## src/rscomb_sync.sv

```systemverilog
////////////////////////////////////////////////////////////////////////////////
// Shared constants of the reset source combiner
////////////////////////////////////////////////////////////////////////////////
`timescale 1ns/1ns
`default_nettype none
package rscomb_pkg;
   // Register bus geometry
   localparam int RSCOMB_ADDR_W = 8;
   localparam logic [7:0] RSCOMB_RCC_OFFSET = 8'h00; // Reset cause and control word
   // Field positions inside the reset cause and control word
   localparam int RCC_TRAP_BIT = 15;
   localparam int RCC_ILLOP_BIT = 14;
   localparam int RCC_SBOR_BIT = 13;
   localparam int RCC_RETAIN_BIT = 12;
   localparam int RCC_MISMATCH_BIT = 9;
   localparam int RCC_FASTWK_BIT = 8;
   localparam int RCC_EXT_BIT = 7;
   localparam int RCC_SWRESET_BIT = 6;
   localparam int RCC_SWDT_BIT = 5;
   localparam int RCC_WDOG_BIT = 4;
   localparam int RCC_SLEEP_BIT = 3;
   localparam int RCC_IDLE_BIT = 2;
   localparam int RCC_BROWNOUT_BIT = 1;
   localparam int RCC_POR_BIT = 0;
   // Power-on value and writable bits
   localparam logic [15:0] RCC_POR_VALUE = 16'h2003;
   localparam logic [15:0] RCC_WRITE_MASK = 16'hf3ff;
   // Configuration field encodings
   localparam logic [1:0] BROWNOUT_CFG_SOFT = 2'b01;
   localparam logic [1:0] BROWNOUT_CFG_OFF = 2'b00;
   localparam logic [1:0] WDT_CFG_FORCED = 2'b11;
   // Reset stretch length in system clocks
   localparam int RSCOMB_HOLD_CYCLES = 16;
   // Bus response codes
   localparam logic [1:0] AXI_RESP_OKAY = 2'b00;
   localparam logic [1:0] AXI_RESP_DECERR = 2'b11;
   // Number of reset sources that come from outside the clock domain
   localparam int RSCOMB_ASYNC_SRC = 4;
endpackage : rscomb_pkg

////////////////////////////////////////////////////////////////////////////////
// Two-stage synchroniser for levels from outside the clock domain
////////////////////////////////////////////////////////////////////////////////
module rscomb_sync
#(
   parameter int WIDTH = 4 // Number of levels
)
(
   input wire logic aclk, // System clock
   input wire logic aresetn, // Root reset, active low
   input wire logic [WIDTH-1:0] async_in, // Raw levels
   output logic [WIDTH-1:0] sync_out // Levels safe to read
);
   logic [WIDTH-1:0] meta_reg; // First stage, read only by the second

   // Both stages; reset to inactive so no phantom reset follows power-on
   always_ff @(posedge aclk)
   begin
      if (!aresetn)
      begin
         meta_reg <= '0;
         sync_out <= '0;
      end
      else
      begin
         meta_reg <= async_in;
         sync_out <= meta_reg;
      end
   end
endmodule : rscomb_sync

`default_nettype wire

```

## src/rscomb_top.sv

```systemverilog
// How it works
// - Any active reset source asserts master reset
// - Each reset kind sets a flag; illegal opcode and pointer share one
// - Power-on clears flags, sets brown-out and power-on
// - Software may write flags; writes never reset
// - Flags survive every reset except power-on
// - Bit 15 records trap conflict resets
// - Bit 14 records illegal opcode or pointer
// - Bit 13 enables brown-out only if field 01
// - Bit 12 selects retention regulator, unless config set
// - Bits 11 and 10 always read zero
// - Bit 9 records configuration mismatch resets
// - Bit 8 chooses slow or fast wake-up
// - Bit 7 records external clear pin resets
// - Bit 6 records reset instruction execution
// - Watchdog field 11 forces watchdog enabled
// - Bit 4 set by timeout, cleared by instructions
// - Bit 3 records Sleep entry
// - Bit 2 records Idle entry
//
// Register access over AXI4-Lite and the address map were decided locally.
`timescale 1ns/1ns
`default_nettype none

module rscomb_top
   import rscomb_pkg::*;
#(
   parameter int HOLD_CYCLES = RSCOMB_HOLD_CYCLES // Reset stretch after last source
)
(
   input wire logic aclk, // System clock, 100 MHz
   input wire logic aresetn, // Power-on root reset, active low, synchronous
   // Reset sources from detectors outside the clock domain
   input wire logic external_clear_pin_n, // Master clear pin, active low
   input wire logic brownout_detect, // Supply below threshold
   input wire logic watchdog_timeout, // Watchdog expiry level
   input wire logic config_mismatch, // Configuration word mismatch
   // Events from the CPU core, same clock, one-cycle pulses
   input wire logic software_reset_instr, // Reset instruction executed
   input wire logic trap_conflict, // Trap conflict
   input wire logic illegal_opcode, // Illegal opcode or addressing mode
   input wire logic uninitialized_pointer_reset, // Uninitialised pointer used
   input wire logic clear_watchdog_instr, // Watchdog-clear instruction
   input wire logic power_save_sleep, // Power-save instruction, argument 0
   input wire logic power_save_idle, // Power-save instruction, argument 1
   // Configuration word fields, static after load
   input wire logic [1:0] brownout_config_field, // Brown-out mode
   input wire logic [1:0] watchdog_config_field, // Watchdog mode
   input wire logic low_power_regulator_config, // 1 disables retention regulator
   // Outputs to the rest of the chip
   output logic master_system_reset, // Combined reset, active high
   output logic brownout_detect_enable, // Brown-out detector on
   output logic retention_regulator_select, // Use retention regulator in Sleep
   output logic regulator_standby_in_sleep, // Slow wake, lower power
   output logic watchdog_enable, // Watchdog running
   // AXI4-Lite slave
   input wire logic [RSCOMB_ADDR_W-1:0] s_axi_awaddr, // Write address
   input wire logic s_axi_awvalid, // Write address valid
   output logic s_axi_awready, // Write address ready
   input wire logic [31:0] s_axi_wdata, // Write data
   input wire logic [3:0] s_axi_wstrb, // Write byte strobes
   input wire logic s_axi_wvalid, // Write data valid
   output logic s_axi_wready, // Write data ready
   output logic [1:0] s_axi_bresp, // Write response
   output logic s_axi_bvalid, // Write response valid
   input wire logic s_axi_bready, // Write response ready
   input wire logic [RSCOMB_ADDR_W-1:0] s_axi_araddr, // Read address
   input wire logic s_axi_arvalid, // Read address valid
   output logic s_axi_arready, // Read address ready
   output logic [31:0] s_axi_rdata, // Read data
   output logic [1:0] s_axi_rresp, // Read response
   output logic s_axi_rvalid, // Read data valid
   input wire logic s_axi_rready // Read data ready
);

   ////////////////////////////////////////////////////////////////////////////
   // Helpers
   ////////////////////////////////////////////////////////////////////////////

   // Word address decode, byte offset ignored within the word
   function automatic logic rcc_hit(input logic [RSCOMB_ADDR_W-1:0] addr);
      rcc_hit = (addr[RSCOMB_ADDR_W-1:2] == RSCOMB_RCC_OFFSET[RSCOMB_ADDR_W-1:2]);
   endfunction : rcc_hit

   ////////////////////////////////////////////////////////////////////////////
   // Synchronised outside sources
   ////////////////////////////////////////////////////////////////////////////
   logic [RSCOMB_ASYNC_SRC-1:0] src_sync; // Synchronised levels
   logic ext_active; // Clear pin held low
   logic brownout_active; // Brown-out level
   logic wdt_active; // Watchdog timeout level
   logic mismatch_active; // Mismatch level

   rscomb_sync #(.WIDTH(RSCOMB_ASYNC_SRC)) u_sync
   (
      .aclk(aclk),
      .aresetn(aresetn),
      .async_in({config_mismatch, watchdog_timeout, brownout_detect, ~external_clear_pin_n}),
      .sync_out(src_sync)
   );

   assign ext_active = src_sync[0];
   assign brownout_active = src_sync[1] & brownout_detect_enable; // Detector gated by enable
   assign wdt_active = src_sync[2];
   assign mismatch_active = src_sync[3];

   ////////////////////////////////////////////////////////////////////////////
   // Reset combining and stretching
   ////////////////////////////////////////////////////////////////////////////
   logic illop_any; // Illegal opcode or pointer
   logic src_any; // Any reset source active
   logic [15:0] hold_cnt_reg; // Cycles of stretch left

   assign illop_any = illegal_opcode | uninitialized_pointer_reset;
   assign src_any = ext_active | brownout_active | wdt_active | mismatch_active
                  | software_reset_instr | trap_conflict | illop_any;

   // Stretch counter; a one-cycle pulse still gives a full-length reset
   always_ff @(posedge aclk)
   begin
      if (!aresetn)
         hold_cnt_reg <= 16'(HOLD_CYCLES);
      else if (src_any)
         hold_cnt_reg <= 16'(HOLD_CYCLES);
      else if (hold_cnt_reg != 16'h0000)
         hold_cnt_reg <= hold_cnt_reg - 16'h0001;
   end

   // Master reset: any source, or the stretch after power-on or a source
   always_ff @(posedge aclk)
   begin
      if (!aresetn)
         master_system_reset <= 1'b1;
      else
         master_system_reset <= src_any | (hold_cnt_reg != 16'h0000);
   end

   ////////////////////////////////////////////////////////////////////////////
   // Write channel of the bus slave
   ////////////////////////////////////////////////////////////////////////////
   logic aw_got_reg; // Address held
   logic w_got_reg; // Data held
   logic [RSCOMB_ADDR_W-1:0] awaddr_reg; // Held address
   logic [15:0] wdata_reg; // Held low half of data
   logic [1:0] wstrb_reg; // Held low strobes
   logic wr_fire; // Write performed this cycle
   logic wr_hit; // Write hits the register

   assign wr_fire = aw_got_reg & w_got_reg & ~s_axi_bvalid;
   assign wr_hit = rcc_hit(awaddr_reg);

   // Address capture; ready stays low until the response is taken
   always_ff @(posedge aclk)
   begin
      if (!aresetn)
      begin
         aw_got_reg <= 1'b0;
         awaddr_reg <= '0;
         s_axi_awready <= 1'b1;
      end
      else if (s_axi_awvalid && s_axi_awready)
      begin
         aw_got_reg <= 1'b1;
         awaddr_reg <= s_axi_awaddr;
         s_axi_awready <= 1'b0;
      end
      else if (wr_fire)
         aw_got_reg <= 1'b0;
      else if (s_axi_bvalid && s_axi_bready)
         s_axi_awready <= 1'b1;
   end

   // Data capture; upper half of the word has no storage
   always_ff @(posedge aclk)
   begin
      if (!aresetn)
      begin
         w_got_reg <= 1'b0;
         wdata_reg <= '0;
         wstrb_reg <= '0;
         s_axi_wready <= 1'b1;
      end
      else if (s_axi_wvalid && s_axi_wready)
      begin
         w_got_reg <= 1'b1;
         wdata_reg <= s_axi_wdata[15:0];
         wstrb_reg <= s_axi_wstrb[1:0];
         s_axi_wready <= 1'b0;
      end
      else if (wr_fire)
         w_got_reg <= 1'b0;
      else if (s_axi_bvalid && s_axi_bready)
         s_axi_wready <= 1'b1;
   end

   // Response follows both halves; unmapped words answer decode error
   always_ff @(posedge aclk)
   begin
      if (!aresetn)
      begin
         s_axi_bvalid <= 1'b0;
         s_axi_bresp <= AXI_RESP_OKAY;
      end
      else if (wr_fire)
      begin
         s_axi_bvalid <= 1'b1;
         s_axi_bresp <= wr_hit ? AXI_RESP_OKAY : AXI_RESP_DECERR;
      end
      else if (s_axi_bready)
         s_axi_bvalid <= 1'b0;
   end

   ////////////////////////////////////////////////////////////////////////////
   // Reset cause and control register
   ////////////////////////////////////////////////////////////////////////////
   logic [15:0] rcc_reg; // Reset cause and control word
   logic [15:0] rcc_next; // Its next value
   logic [15:0] sw_mask; // Bits software writes this cycle
   logic [15:0] hw_set; // Bits hardware sets this cycle

   // Hardware flag sets, one per flag; illegal opcode and pointer share bit 14
   always_comb
   begin
      hw_set = 16'h0000;
      hw_set[RCC_TRAP_BIT] = trap_conflict;
      hw_set[RCC_ILLOP_BIT] = illop_any;
      hw_set[RCC_MISMATCH_BIT] = mismatch_active;
      hw_set[RCC_EXT_BIT] = ext_active;
      hw_set[RCC_SWRESET_BIT] = software_reset_instr;
      hw_set[RCC_WDOG_BIT] = wdt_active;
      hw_set[RCC_SLEEP_BIT] = power_save_sleep;
      hw_set[RCC_IDLE_BIT] = power_save_idle;
      hw_set[RCC_BROWNOUT_BIT] = brownout_active;
   end

   // Write, then instruction clears, then hardware sets on top
   always_comb
   begin
      sw_mask = {{8{wstrb_reg[1]}}, {8{wstrb_reg[0]}}} & RCC_WRITE_MASK;
      rcc_next = rcc_reg;
      if (wr_fire && wr_hit)
         rcc_next = (rcc_reg & ~sw_mask) | (wdata_reg & sw_mask);
      if (clear_watchdog_instr || power_save_sleep || power_save_idle)
         rcc_next[RCC_WDOG_BIT] = 1'b0;
      rcc_next = rcc_next | hw_set;
   end

   // Only the power-on root reset touches it; master reset does not
   always_ff @(posedge aclk)
   begin
      if (!aresetn)
         rcc_reg <= RCC_POR_VALUE;
      else
         rcc_reg <= rcc_next;
   end

   ////////////////////////////////////////////////////////////////////////////
   // Controls driven from the register
   ////////////////////////////////////////////////////////////////////////////

   // Effective enables; other brown-out modes ignore the soft bit
   always_ff @(posedge aclk)
   begin
      if (!aresetn)
      begin
         brownout_detect_enable <= 1'b0;
         retention_regulator_select <= 1'b0;
         regulator_standby_in_sleep <= 1'b0;
         watchdog_enable <= 1'b0;
      end
      else
      begin
         if (brownout_config_field == BROWNOUT_CFG_SOFT)
            brownout_detect_enable <= rcc_reg[RCC_SBOR_BIT];
         else
            brownout_detect_enable <= (brownout_config_field != BROWNOUT_CFG_OFF);
         retention_regulator_select <= rcc_reg[RCC_RETAIN_BIT]
                                     & ~low_power_regulator_config;
         regulator_standby_in_sleep <= rcc_reg[RCC_FASTWK_BIT];
         watchdog_enable <= (watchdog_config_field == WDT_CFG_FORCED)
                          | rcc_reg[RCC_SWDT_BIT];
      end
   end

   ////////////////////////////////////////////////////////////////////////////
   // Read channel of the bus slave
   ////////////////////////////////////////////////////////////////////////////

   // One read in flight; data latched at the address handshake
   always_ff @(posedge aclk)
   begin
      if (!aresetn)
      begin
         s_axi_arready <= 1'b1;
         s_axi_rvalid <= 1'b0;
         s_axi_rdata <= 32'h0000_0000;
         s_axi_rresp <= AXI_RESP_OKAY;
      end
      else if (s_axi_arvalid && s_axi_arready)
      begin
         s_axi_arready <= 1'b0;
         s_axi_rvalid <= 1'b1;
         if (rcc_hit(s_axi_araddr))
         begin
            s_axi_rdata <= {16'h0000, rcc_reg & RCC_WRITE_MASK};
            s_axi_rresp <= AXI_RESP_OKAY;
         end
         else
         begin
            s_axi_rdata <= 32'h0000_0000;
            s_axi_rresp <= AXI_RESP_DECERR;
         end
      end
      else if (s_axi_rvalid && s_axi_rready)
      begin
         s_axi_rvalid <= 1'b0;
         s_axi_arready <= 1'b1;
      end
   end
endmodule : rscomb_top

`default_nettype wire

```

## config.mk

```make
export PLATFORM = sky130hd
export DESIGN_NAME = rscomb_top
export DESIGN_NICKNAME = d
export VERILOG_FILES = /design/src/rscomb_sync.sv /design/src/rscomb_top.sv
export SDC_FILE = /design/constraint.sdc
export NUM_CORES = 1
export LEC_CHECK = 0
export ABC_CLOCK_PERIOD_IN_PS = 2780
export CAP_MARGIN = 20
export CELL_PAD_IN_SITES_DETAIL_PLACEMENT = 0
export CELL_PAD_IN_SITES_GLOBAL_PLACEMENT = 2
export CORE_MARGIN = 1.5
export CORE_UTILIZATION = 36
export DETAILED_ROUTE_END_ITERATION = 8
export DONT_BUFFER_PORTS = 1
export GPL_ROUTABILITY_DRIVEN = 0
export GPL_TIMING_DRIVEN = 0
export PLACE_DENSITY = 0.87
export SYNTH_ARGS = -nofsm -noshare
export SYNTH_HDL_FRONTEND = slang
export SYNTH_HIERARCHICAL = 1
export SYNTH_SLANG_ARGS = --single-unit
```

## constraint.sdc

```tcl
create_clock -name aclk -period 2.78 [get_ports aclk]
set_input_delay 0.278 -clock aclk [delete_from_list [all_inputs] [get_ports aclk]]
set_output_delay 0.278 -clock aclk [all_outputs]
set_load 0.01 [all_outputs]
```

# [Word level (Yosys, flattened, before mapping)]
# Cells that the tools add are included.
[word_totals] ff_bits=114 input_bits=75 out_inout_bits=46 wordCells=89
[classes] n_addsub=1 eq_ne=4 mux=19 n_bitwise=22 reduce_logical=21
[op_table] cell="16-bit AND" n=2
[op_table] cell="16-bit 2-to-1 mux" n=2
[op_table] cell="16-bit bitwise OR" n=2
[op_table] cell="16-bit inverter" n=1
[op_table] cell="16-bit nonzero test" n=1
[op_table] cell="16-bit by 1-bit subtractor with 16-bit output (second input constant)" n=1
[op_table] cell="1-bit 2-to-1 mux" n=15
[op_table] cell="2-bit nonzero test" n=7
[op_table] cell="6-bit logical NOT" n=2
[op_table] cell="1-bit bitwise OR" n=9
[op_table] cell="1-bit logical AND" n=6
[op_table] cell="1-bit AND" n=4
[op_table] cell="2-bit 2-to-1 mux" n=2
[op_table] cell="2-bit by 1-bit inequality test with 1-bit output (second input constant)" n=2
[op_table] cell="1-bit inverter" n=4
[op_table] cell="2-bit AND reduction" n=2
[op_table] cell="2-bit by 1-bit == test with 1-bit output (second input constant)" n=1
[op_table] cell="2-bit == test (second input constant)" n=1
[op_table] cell="1-bit logical OR" n=2
[op_table] cell="2-bit OR reduction" n=1

# [Depth between registers and ports, before layout]
[depth] depth_word=8 ltp_mapped=6 depth_no_buf=6

# [Hierarchy]
# Netlist, hierarchy kept.
[by_module_without_submodules] mod="rscomb_top" instances=1 cells_each=368 area_per_inst_um2=3296.9
[by_module_without_submodules] mod="rscomb_sync" instances=1 cells_each=16 area_per_inst_um2=210.2

# [Worst setup path before layout]
# Ideal clock, no wire load.
[synth_path] path_kind="reg-to-reg" from="register hold_cnt_reg[9]" to="register hold_cnt_reg[15]" t_arrival_ps=2158 slack_ps=552 path_stages_with_launch=7 period_less_slack_ps=2228 path_cell_list="dfxtp_1 > or4_1 > buf_2 > or4_1 > clkbuf_2 > or4_1 > a21oi_1"
[synth_between] elab_chain_len=1
[synth_rtl] item="start: declaration" line="rscomb_top.sv:112" rtl="logic [15:0] hold_cnt_reg;"
[synth_rtl] item="start signal: assignment" line="rscomb_top.sv:122" rtl="hold_cnt_reg <= 16'(HOLD_CYCLES);"
[synth_rtl] item="start signal: assignment" line="rscomb_top.sv:124" rtl="hold_cnt_reg <= 16'(HOLD_CYCLES);"
[synth_rtl] item="start signal: assignment" line="rscomb_top.sv:126" rtl="hold_cnt_reg <= hold_cnt_reg - 16'h0001;"
[synth_rtl] item="16-bit by 1-bit subtractor with 16-bit output / 16-bit nonzero test (equally long branches)" line="rscomb_top.sv:126, rscomb_top.sv:125"
# Several ways; a longest one is shown, not always the timed one.
# A chain may end at the register's enable or synchronous reset.

# [Worst setup path after layout]
# Ends and elaborated chain as after synthesis.

==> results.toml <==
[synth]
postSynthCellCount = 384
seq_area_frac_synth_pct = 50.2
avgSynthCellArea_um2 = 9.13
ys_ff_latch = 88
synth_area_mm2 = 0.00351
ys_types = 42
yosys_warnings = 6

[finish]
final_cell_mix = "dfxtp_1, nand2_1, a21boi_0, nor2b_1, buf_4"
final_util_pct = 42.0
area_growth_pct = 11.7
antenna_cells = 0
drive_gt1_share_pct = 11.5
largest_reg_flops = 16
final_common_cell = "dfxtp_1"
nets = 489
final_cell_area_mm2 = 0.00392

[routing]
drt-total-wl_um = 8160
dr.pass1.iters = 4
vias = 2716
antenna_left = 0
viasPerCell = 4.97
drc = 0
initialDrtViolationCount = 77
wl_per_cell_um = 14.9

[power_and_ir_drop]
p_leak_nw = 1.54
max-vdd-ir-drop_uv = 275
p_per_area_mw_per_mm2 = 594

[timing]
worst_slew_pin_slew_ps = 855
rsz0062_at_grt = "no"
whs_ps = 42.1
maxSlewViolCount = 0
post-route-min-period_ps = 2400
fin_skew_ps = 9.70
timing.final.crit_share_pct = 86.4
fmax_ghz = 0.416
finalWorstSetupSlack_ps = 378
setup_viol = 0
relSlewSlack_pct = 42.5
tns_ps = 0
final-hold-violation-count = 0

[floorplan]
coreArea_mm2 = 0.00933
start_util_pct = 37.6
rows = 35
die_area_mm2 = 0.0103
die_h_um = 102
io_pins = 121
die_x_um = 102

[worst_setup_path]
r2r-end = "hold_cnt_reg[15]$_SDFFE_PP0P_"
reg2reg_depth = 6
worstPathRequired_ps = 3060
cp.arrival_ps = 2680
path_max_fanout = 8
worst_setup_path_start_kind = "flop"
rr_startpoint = "hold_cnt_reg[9]$_SDFFE_PP0P_"
r2r_setup_slack_ps = 380
criticalPathCategory = "reg2reg"
cp-end-kind = "flop"

[clock_tree]
clock_sinks = 88
path_clk_slew_ps = 90
tritoncts = "built"
htree_levels = 3
ctsResizeCount = 0
cts_hold_buf = 0
worstSkewPairLatency_ps = 360
post_cts_buffers = 0
cts_buffer_depth = 2
cts-root-buf = "clkbuf_8"
numCtsBuffers = 9

[global_route]
grt-ovfl-total = 0
grt_max_degree = 16
grt_pass1_vias = 2549
use_met3_pct = 3.59
grt_pass1_wl_um = 12900
antenna_found_initial = 0
met2_usage_pct = 25.7
grtUsageTotal_pct = 16.5
grt-busiest-layer = "met2"
use_met1_pct = 22.6

[placement]
dpl_cell_area_mm2 = 0.00373
place_ws_ps = 164
dp_hpwl_um = 5980
numPortBuffers = 0

[status]
status = "finished, final reports clean"

[worst_hold_path]
whs_path_depth = 1
min_to = "u_sync/meta_reg[3]$_SDFF_PN0_"
hold_path.startpoint = "aresetn"
min_path_type = "in2reg"

[job]
cap_violations = 0
-- cell type report --
class / count / area [µm²]
multi-input combinational: 269 / 1570
buffer: 37 / 216
clock buffer: 10 / 138
timing repair buffer: 1 / 5.00
inverter: 7 / 26.3
fill: 983 / 5410
clock inverter: 6 / 42.5
tap: 129 / 161
sequential: 88 / 1760
-- synth_stat cells, drive strengths merged --
| cell type | n | area [µm²] |
|---|---|---|
| nor2b | 21 | 131 |
| nand3 | 2 | 10.0 |
| nand2b | 1 | 6.26 |
| o211a | 1 | 10.0 |
| nand4 | 5 | 31.3 |
| nor3 | 5 | 25.0 |
| a22oi | 14 | 105 |
| o211ai | 1 | 7.51 |
| buf | 21 | 155 |
| o21a | 2 | 15.0 |
| xnor2 | 1 | 8.76 |
| inv | 7 | 26.3 |
| a211oi | 1 | 7.51 |
| o31ai | 3 | 22.5 |
| or4 | 11 | 87.6 |
| mux2i | 7 | 70.1 |
| o311a | 6 | 60.1 |
| o41ai | 2 | 17.5 |
| and2 | 11 | 68.8 |
| clkbuf | 16 | 61.3 |
| and3 | 1 | 6.26 |
| ha | 1 | 12.5 |
| a311o | 1 | 10.0 |
| o21ai | 14 | 70.1 |
| conb | 1 | 3.75 |
| nor2 | 16 | 60.1 |
| o31a | 1 | 8.76 |
| and3b | 2 | 17.5 |
| or2 | 2 | 12.5 |
| or4b | 2 | 20.0 |
| dfxtp | 88 | 1760 |
| a21boi | 27 | 203 |
| or3b | 1 | 8.76 |
| nor4 | 5 | 31.3 |
| or3 | 6 | 40.0 |
| a21oi | 17 | 85.1 |
| nand2 | 61 | 229 |
-- worst max path at each step --
stage                                       startpoint                             to  cells past startpoint
after floorplan           hold_cnt_reg[9]$_SDFFE_PP0P_  hold_cnt_reg[15]$_SDFFE_PP0P_                      6
after global placement                 s_axi_araddr[2]    s_axi_rdata[7]$_SDFFE_PN0P_                      5
after detailed placement               s_axi_araddr[2]   s_axi_rdata[14]$_SDFFE_PN0P_                      5
after CTS                   s_axi_arready$_SDFFE_PN1P_   s_axi_rdata[14]$_SDFFE_PN0P_                      5
after global routing      hold_cnt_reg[0]$_SDFFE_PP0P_   hold_cnt_reg[5]$_SDFFE_PP0P_                      6
final                     hold_cnt_reg[9]$_SDFFE_PP0P_  hold_cnt_reg[15]$_SDFFE_PP0P_                      6
-- per-stage QoR --
step           std cells  total power, mW
4_1_cts              546             2.35
6_report             547             2.33
3_3_place_gp         530             1.53
2_1_floorplan        401             1.49
5_1_grt              547             2.43
3_5_place_dp         530             1.53
-- power breakdown --
part	switching, mW	internal (mW)
clock	0.475	0.353
combinational	0.0950	0.0690
sequential	0.0309	1.30
-- critical path, stage by stage (launching register included) --
cell,delay (ps)
dfxtp_1,340
or4_1,520
buf_2,170
or4_1,460
clkbuf_2,170
or4_1,510
a21oi_1,150
-- layer usage --
metal	share of wire, %	wire length [µm]	vias to the layer above
li1	-	-	1373
met1	48	3920	1250
met2	45	3660	82
met3	5.5	449	11
met4	1.5	125	0
met5	0	0	-
-- cells by family (layout without fill, tap and decap cells) --
logic type | after synthesis | after routing | synth area share [%]
compound gates | 90 | 90 | 17.7
other cells | 1 | 18 | 0.107
fa+ha+maj | 1 | 1 | 0.357
buf+inv | 44 | 61 | 6.92
xor+xnor | 1 | 1 | 0.250
simple gates | 152 | 152 | 22.4
flops | 88 | 88 | 50.2
mux | 7 | 7 | 2.00
(Power assumes the default switching activity.)
